**src/rtl/pud_pkg.sv**
```systemverilog
// Constants for the port U input and direction block.
// Assumes a 32-bit AHB-Lite register bus; printed offsets are register indices.
//
// Contract
// RULE_01 - Input register reads anytime; writes to it change nothing.
// RULE_02 - Slew rate control on: input bit reads as one.
// RULE_03 - Slew rate control off: input bit reads the current pin level.
// RULE_04 - Direction register reads and writes anytime, one bit per pin.
// RULE_05 - Direction bit 0 means input, 1 means output, bits 7:0.
// RULE_06 - Enabled stall detector or motor controller forces its pins to output.
// RULE_07 - With both disabled, direction follows the direction register again.
// RULE_08 - Direction register resets to all zeros, every pin an input.
package pud_pkg;
   localparam int          PUD_PINS         = 8;
   localparam logic [11:0] PUD_IDX_INPUT    = 12'h039;
   localparam logic [11:0] PUD_IDX_DIR      = 12'h03A;
   localparam logic [11:0] PUD_IDX_SLEW     = 12'h040;
   localparam logic [7:0]  PUD_DIR_RESET    = 8'h00;
   localparam logic [7:0]  PUD_SLEW_RESET   = 8'h00;
   localparam logic [1:0]  PUD_HTRANS_NSEQ  = 2'h2;
   localparam logic [1:0]  PUD_HTRANS_SEQ   = 2'h3;
endpackage : pud_pkg

```
**src/rtl/pud_port_u.sv**
```systemverilog
// Port U: pin input register, direction register and slew control over AHB-Lite.
// Assumes pins are synchronised here; module enables come from the same clock.
`timescale 1ns/1ps
module pud_port_u
   import pud_pkg::*;
#(
   parameter int PINS = PUD_PINS
)
(
   input  wire logic        CLK,
   input  wire logic        RSTN,
   input  wire logic        HSEL,
   input  wire logic [31:0] HADDR,
   input  wire logic [1:0]  HTRANS,
   input  wire logic        HWRITE,
   input  wire logic [2:0]  HSIZE,
   input  wire logic [31:0] HWDATA,
   input  wire logic        HREADY,
   output logic      [31:0] HRDATA,
   output logic             HREADYOUT,
   output logic             HRESP,
   input  wire logic [7:0]  PORT_U_PINS_IN,
   input  wire logic [7:0]  PORT_U_DRIVE_DATA,
   output logic      [7:0]  PORT_U_PINS_OUT,
   output logic      [7:0]  PORT_U_PINS_OE,
   output logic      [7:0]  PORT_U_SLEW_EN,
   input  wire logic        STALL_DETECTOR_EN,
   input  wire logic [7:0]  STALL_DETECTOR_PINS,
   input  wire logic        MOTOR_CONTROLLER_EN,
   input  wire logic [7:0]  MOTOR_CONTROLLER_PINS
);

   logic [7:0]  pin_meta_r;
   logic [7:0]  pin_sync_r;
   logic [7:0]  direction_bits_r;
   logic [7:0]  slew_r;
   logic        wr_pend_r;
   logic [11:0] wr_idx_r;
   logic [31:0] rdata_nxt;
   logic [7:0]  input_view;
   logic [7:0]  force_out;
   logic [11:0] ap_idx;
   logic        ap_valid;
   logic        ap_read;
   logic        wr_dir;
   logic        wr_slew;
   logic        fwd_dir;
   logic        fwd_slew;
   logic [7:0]  wr_byte;
   logic [7:0]  oe_nxt;

   // One register decode serves the write and forwarding paths; the read path decodes ap_idx in its own case.
   function automatic logic idx_is(input logic [11:0] idx,
                                   input logic [11:0] target);
      return idx == target;
   endfunction

   // Registers are eight bits wide and read back in the low byte of the word.
   function automatic logic [31:0] widen(input logic [7:0] value);
      return {24'h000000, value};
   endfunction

   // The pin ports are eight bits wide, so no other pin count can be served.
   if (PINS != 8) begin : g_pins_check
      $error("pud_port_u: PINS must be 8");
   end

   // Bus timing: a transfer is taken at the edge that ends its address phase.
   // Reads are answered from that address phase, so HRDATA stands one cycle later.
   // Write data arrives one cycle later, in the data phase, and lands at its end.
   // A read whose address phase overlaps the data phase of a write to the same
   // register is handed the new byte, so a pipelined master never reads stale data.
   // The slave never stretches a transfer and always answers OKAY.

   assign ap_idx   = HADDR[13:2];
   assign ap_valid = HSEL && HREADY && (HTRANS == PUD_HTRANS_NSEQ || HTRANS == PUD_HTRANS_SEQ);
   assign ap_read  = ap_valid && !HWRITE;

   // Pins come from outside the clock domain.
   always_ff @(posedge CLK or negedge RSTN) begin
      if (!RSTN) begin
         pin_meta_r <= 8'h00;
      end else begin
         pin_meta_r <= PORT_U_PINS_IN;
      end
   end

   // Only this second stage is read by any logic.
   always_ff @(posedge CLK or negedge RSTN) begin
      if (!RSTN) begin
         pin_sync_r <= 8'h00;
      end else begin
         pin_sync_r <= pin_meta_r;
      end
   end

   // A pin under slew control has its input buffer off and reads as one.
   // A pin claimed by an enabled module is an output whatever its direction bit says.
   genvar gi;
   for (gi = 0; gi < PINS; gi++) begin : g_pin
      assign input_view[gi] = slew_r[gi] ? 1'b1 : pin_sync_r[gi];  // [RULE_02] [RULE_03]
      assign oe_nxt[gi]     = force_out[gi] ? 1'b1 : direction_bits_r[gi];  // [RULE_05] [RULE_06] [RULE_07]
   end

   // Write data arrives in the data phase, so the index is held one cycle.
   always_ff @(posedge CLK or negedge RSTN) begin
      if (!RSTN) begin
         wr_pend_r <= 1'b0;
      end else begin
         wr_pend_r <= ap_valid && HWRITE;
      end
   end

   always_ff @(posedge CLK or negedge RSTN) begin
      if (!RSTN) begin
         wr_idx_r <= 12'h000;
      end else begin
         wr_idx_r <= ap_idx;
      end
   end

   assign wr_byte  = HWDATA[7:0];
   assign wr_dir   = wr_pend_r && idx_is(wr_idx_r, PUD_IDX_DIR);
   assign wr_slew  = wr_pend_r && idx_is(wr_idx_r, PUD_IDX_SLEW);
   assign fwd_dir  = wr_dir && idx_is(ap_idx, PUD_IDX_DIR);
   assign fwd_slew = wr_slew && idx_is(ap_idx, PUD_IDX_SLEW);

   always_ff @(posedge CLK or negedge RSTN) begin
      if (!RSTN) begin
         direction_bits_r <= PUD_DIR_RESET;  // [RULE_08]
      end else if (wr_dir) begin
         direction_bits_r <= wr_byte;  // [RULE_04]
      end
   end

   always_ff @(posedge CLK or negedge RSTN) begin
      if (!RSTN) begin
         slew_r <= PUD_SLEW_RESET;
      end else if (wr_slew) begin
         slew_r <= wr_byte;
      end
   end
   // Writes to the input register index fall through with no effect. [RULE_01]

   always_comb begin
      rdata_nxt = 32'h0000_0000;
      unique case (ap_idx)
         PUD_IDX_INPUT: begin
            rdata_nxt = widen(input_view);  // [RULE_01]
         end
         PUD_IDX_DIR: begin
            rdata_nxt = fwd_dir ? widen(wr_byte) : widen(direction_bits_r);  // [RULE_04]
         end
         PUD_IDX_SLEW: begin
            rdata_nxt = fwd_slew ? widen(wr_byte) : widen(slew_r);
         end
         default: begin
            rdata_nxt = 32'h0000_0000;
         end
      endcase
   end

   always_ff @(posedge CLK or negedge RSTN) begin
      if (!RSTN) begin
         HRDATA <= 32'h0000_0000;
      end else if (ap_read) begin
         HRDATA <= rdata_nxt;
      end
   end

   assign HREADYOUT = 1'b1;
   assign HRESP     = 1'b0;

   // Module overrides win over the direction bits while enabled.
   assign force_out = ({8{STALL_DETECTOR_EN}} & STALL_DETECTOR_PINS)
                    | ({8{MOTOR_CONTROLLER_EN}} & MOTOR_CONTROLLER_PINS);  // [RULE_06] [RULE_07]

   // The direction takes effect one cycle after its cause.
   always_ff @(posedge CLK or negedge RSTN) begin
      if (!RSTN) begin
         PORT_U_PINS_OE <= 8'h00;  // [RULE_08]
      end else begin
         PORT_U_PINS_OE <= oe_nxt;  // [RULE_05] [RULE_06] [RULE_07]
      end
   end

   // Output data is retimed so that it changes together with the enable.
   always_ff @(posedge CLK or negedge RSTN) begin
      if (!RSTN) begin
         PORT_U_PINS_OUT <= 8'h00;
      end else begin
         PORT_U_PINS_OUT <= PORT_U_DRIVE_DATA;
      end
   end

   // The pad sees the slew control from a flip-flop, never from the bus decode.
   always_ff @(posedge CLK or negedge RSTN) begin
      if (!RSTN) begin
         PORT_U_SLEW_EN <= 8'h00;
      end else begin
         PORT_U_SLEW_EN <= slew_r;  // [RULE_02]
      end
   end

endmodule // pud_port_u

```
**config.mk**
```make
export PLATFORM = sky130hd
export DESIGN_NAME = pud_port_u
export DESIGN_NICKNAME = d
export VERILOG_FILES = /design/src/rtl/pud_pkg.sv /design/src/rtl/pud_port_u.sv
export SDC_FILE = /design/constraint.sdc
export NUM_CORES = 1
export LEC_CHECK = 0
export BUFFER_PORTS_ARGS = -buffer_cell sky130_fd_sc_hd__clkbuf_2
export CAP_MARGIN = 20
export CORE_MARGIN = 3
export CORE_UTILIZATION = 49
export CTS_BUF_LIST = sky130_fd_sc_hd__clkbuf_8
export CTS_CLUSTER_SIZE = 10
export DETAILED_ROUTE_END_ITERATION = 10
export HOLD_SLACK_MARGIN = 0.05
export MAX_ROUTING_LAYER = met4
export PLACE_DENSITY = 0.86
export SETUP_SLACK_MARGIN = 0.15
export SLEW_MARGIN = 20
export SYNTH_ARGS = -nofsm -noshare
export SYNTH_HDL_FRONTEND = slang
export SYNTH_SLANG_ARGS = --single-unit
```
**constraint.sdc**
```tcl
create_clock -name CLK -period 4.7 [get_ports CLK]
set_input_delay 0.705 -clock CLK [delete_from_list [all_inputs] [get_ports CLK]]
set_output_delay 0.705 -clock CLK [all_outputs]
set_load 0.01 [all_outputs]
```
# Word level (Yosys, flattened, before mapping)
# Index checks and enable logic that the tools add are counted.
[word_totals]
ff_bits = 101
output_inout_bits = 58
[op_classes]
eq_ne = 7
n_mux = 19
n_bitwise = 3
n_reduce_logical = 10
[op_table]
columns = ["operator", "n"]
rows = [
  ["32-bit case mux with 3 select lines", 1],
  ["12-bit by 6-bit equality test with 1-bit output (second input constant)", 3],
  ["12-bit by 7-bit equality test with 1-bit output (second input constant)", 2],
  ["8-bit AND", 2],
  ["1-bit 2-to-1 mux", 16],
  ["8-bit 2-to-1 mux", 2],
  ["1-bit logical AND", 8],
  ["8-bit bitwise OR", 1],
  ["2-bit equality test (second input constant)", 2],
  ["1-bit zero test", 1],
  ["1-bit logical OR", 1],
]

# Logic depth before layout (Yosys ltp)
[depth]
ltp_word = 5
mapped_depth = 6

# Least setup slack after synthesis
# OpenSTA, ideal clock, no wires.
[synth_timing]
kind = "in2reg"
startpoint = "input port HADDR[10]"
endpoint = "register HRDATA[7]"
setup_ns = 0.084
arrival_ns = 2.264
t_required_ns = 4.616
path_slack_ns = 2.352
cell_stages = 6
path_buffers = 1
path_cell_list = "or4_1 nor3_1 clkbuf_1 nor3b_2 a21oi_1 a41oi_2"
[synth_between]
elab_chain_cells = 4
elab_cells_between_ends = 8
classes_between = "eq/ne: 3; mux: 3; reduce/logical: 2"
[synth_lines]
columns = ["element", "line_no", "rtl"]
rows = [
  ["start: declaration", "pud_port_u.sv:13", "input wire logic [31:0] HADDR,"],
  ["12-bit by 7-bit equality test with 1-bit output or 12-bit by 6-bit equality test with 1-bit output (tied branches)", "pud_port_u.sv:55, pud_port_u.sv:147", ""],
  ["1-bit logical AND, on equally long branches", "pud_port_u.sv:126, pud_port_u.sv:125", ""],
  ["8-bit 2-to-1 mux, on equally long branches", "pud_port_u.sv:155, pud_port_u.sv:152", ""],
  ["32-bit case mux with 3 select lines *", "pud_port_u.sv:147", "unique case (ap_idx)"],
  ["end signal: assignment", "pud_port_u.sv:167", "HRDATA <= rdata_nxt;"],
  ["end: declaration", "pud_port_u.sv:19", "output logic [31:0] HRDATA,"],
]
# Every way passes the cells marked *; elsewhere a longest branch is shown, timed or not.
# A chain may end at the register's enable or synchronous reset.

# Worst setup path after layout
[layout_timing]
startpoint = "register wr_idx_r[9]"
endpoint = "register HRDATA[4]"
[layout_between]
elab_chain_cells = 5
elab_cells_between_ends = 9
classes_between = "eq/ne: 2; mux: 3; reduce/logical: 4"
[layout_lines]
columns = ["element", "line_no", "rtl"]
rows = [
  ["start: declaration", "pud_port_u.sv:38", "logic [11:0] wr_idx_r;"],
  ["start signal: assignment", "pud_port_u.sv:118", "wr_idx_r <= ap_idx;"],
  ["12-bit by 7-bit equality test with 1-bit output or 12-bit by 6-bit equality test with 1-bit output (tied branches)", "pud_port_u.sv:55", "return idx == target;"],
  ["1-bit logical AND, on equally long branches", "pud_port_u.sv:124, pud_port_u.sv:123", ""],
  ["1-bit logical AND, on equally long branches", "pud_port_u.sv:126, pud_port_u.sv:125", ""],
  ["8-bit 2-to-1 mux, on equally long branches", "pud_port_u.sv:155, pud_port_u.sv:152", ""],
  ["32-bit case mux with 3 select lines *", "pud_port_u.sv:147", ""],
]
# Marks and branches as above.

==> reports/summary.md <==
### Worst hold path
* start point of the worst min-delay path: pin_meta_r[4]
* classification of the worst-slack hold path: reg2reg

### STA
* actual slew at the worst max-slew pin: 906.2 ps
* relative slew slack: 39.59%
* hold slack final: 350.9 ps
* Final Max Slew Viols: 0
* final period utilization: 48.40%
* minimum period implied by the final worst setup slack: 2275 ps
* achievable clock frequency: 439.6 MHz
* number of setup violations in the final report: 0
* Fin Clk Skew: 11.96 ps
* final sum of negative setup slack: 0 ps
* setup repair after global routing missed its margin: no
* Final Hold Violating Endpoints: 0

### Layout
* fillcell total: 424
* total area of multi-input combinational cells: 857.1 um2
* area growth from synthesis to layout: 23.46%
* nets@finish: 405
* number of flip-flops under the largest register name: 12
* cell area after layout: 3615 um2
* most frequent cells in the layout: 90 x sky130_fd_sc_hd__clkbuf_2, 77 x sky130_fd_sc_hd__dfrtp_1, 26 x sky130_fd_sc_hd__conb_1
* antenna diode instance count: 0
* Top reg by flops: wr_idx_r
* proportion of layout cells with a drive suffix above 1: 43.38%
* most common cell after layout, fill and taps aside: sky130_fd_sc_hd__clkbuf_2
* storage element area: 1927 um2

### GRT
* number of global-route vias before repair: 1987
* aggregate global-route resource usage: 17.70%
* global-route wire length before repair: 9418 um
* antenna violations before repair: 0
* maximum number of pins on one net before global-route repair: 78
* overflow left after global routing: 0

### Flow run
* max-cap violations: 0

### Worst setup path
* crit path capture type: flip-flop
* required time at the worst-slack endpoint: 4900 ps
* register-to-register setup slack: 2430 ps
* launching element type of the critical path: flip-flop
* CP startpoint: wr_idx_r[9]
* worst setup path category: reg2reg
* maximum fanout along the worst path: 8
* critical path data arrival time: 2480 ps
* worst flop-to-flop path startpoint: wr_idx_r[9]

### Synth
* flop and latch count out of synthesis: 77
* count of yosys warnings during synthesis: 0
* number of distinct library cells after synthesis: 32
* sequential cell area fraction in the yosys report: 65.81%
* mean post-synth cell area: 14.42 um2
* mapped cell area: 2928 um2
* Synth Instances: 203

### Floorplan
* floorplan die area: 6939 um2
* core footprint: 5642 um2
* IO Count: 166
* Die Span Y: 83.30 um
* die outline width: 83.30 um
* Rows: 27
* effective utilization at floorplan: 51.90%

### Clock network
* clock-pin slew reported for the worst setup and hold paths after clock tree synthesis: 80 ps
* clock tree from TritonCTS: done
* post-CTS setup-driven buffer insertion count: 0
* H-Tree Depth: 3
* Clock Tree Root: sky130_fd_sc_hd__clkbuf_8
* sink count of the clock tree: 77
* Worst-Skew Late Latency: 340 ps
* post-cts repair resize count: 0
* TritonCTS Buffers: 9
* count of hold-fix buffers inserted at cts: 0
* Max clock buf depth: 2

### Pwr
* Static Leak: 0.001759 uW
* total power density per cell area: 399.6 nW/um2
* total power consumption of the routed design: 1444 uW
* peak supply drop: 248.7 uV

### Placement
* weighted congestion at the end of routability-driven global placement: 0.8466
* placed standard-cell area: 3343 um2
* total of buffers placed on input and output ports: 91
* sum of net half-perimeters after detailed placement: 4260 um

### Route
* remaining number of nets flagged by the antenna check after routing: 0
* vias: 1923
* mean routed wirelength per cell: 15.32 um
* count of unresolved DRC violations after routing: 0
* detailed-route wire length: 5728 um
* per-cell via count in the routed design: 5.142
* detailed-router iteration count before antenna repair: 4
* 1st-iter DRT viols: 155

### Outcome
* result of the run: complete, no violations

through the flow:
stage          utilization, %  setup slack (ps)  instances
6_report                64.07              2425        374
5_1_grt                 64.07              2300        374
4_1_cts                 64.07              2389        374
3_5_place_dp            59.26              2134        358
3_3_place_gp            59.26              2168        358
2_1_floorplan               -              2352        227
per-layer routing:
metal	wire length [um]	track usage, %
met5	0	-
met4	159	10.85
met3	446	4.266
met2	2801	27.11
met1	2320	21.14
critical path: stages, from the launching register on:
cell                       delay, ps
sky130_fd_sc_hd__dfrtp_1         360
sky130_fd_sc_hd__or4_4           560
sky130_fd_sc_hd__nor4_4          580
sky130_fd_sc_hd__mux2_2          420
sky130_fd_sc_hd__nand2b_1         80
sky130_fd_sc_hd__a41oi_1         130
report_power, final:
| group | internal [uW] | leakage, uW | switching, uW |
|---|---|---|---|
| clock | 421 | 0.000136 | 233 |
| sequential | 690 | 0.000939 | 11.4 |
| combinational | 36.9 | 0.000684 | 52.4 |
cells by family after synthesis:
logic type / share of synthesized area [%]
AO/OA/AOI/OAI: 9.445
multiplexers: 7.180
buffers and inverters: 7.991
AND/OR/NAND/NOR: 9.017
XOR/XNOR: 0.2992
flip-flops: 65.81
other: 0.2565
layout make-up:
cell class                 instances  area share (%)
sequential                        77           53.31
multi-input combinational        116           23.71
timing repair buffer              92           12.88
clock buffer                      10           3.808
clock inverter                     6           3.704
tap                               72           2.492
inverter                           1          0.1038
cell usage after synthesis, drive strengths merged:
cell	instances	share of area, %
dfrtp	77	66
buf	28	7.2
mux2	16	7.2
nand2	16	2.1
a21oi	8	1.4
a221o	8	2.7
a41oi	8	2.6
nand2b	8	1.7
o2111ai	8	2.4
clkbuf	5	0.64
or4	3	1.0
and4	2	0.60
conb	2	0.26
nand4	2	0.43
nor4	2	0.94
or4b	2	0.81
a32oi	1	0.30
and4b	1	0.34
inv	1	0.13
nand4b	1	0.30
nor2	1	0.13
nor3	1	0.17
nor3b	1	0.43
xor2	1	0.30
final timing paths:
kind	endpoint	cells after the start
setup / recovery	HRDATA[4]	5
min in group asynchronous	wr_idx_r[1]	1
hold reg to reg	pin_sync_r[4]	0
setup reg to reg	HRDATA[4]	5
max in group asynchronous	wr_idx_r[11]	1
hold / removal	pin_sync_r[4]	0
Power figures use the tool's default switching activity.
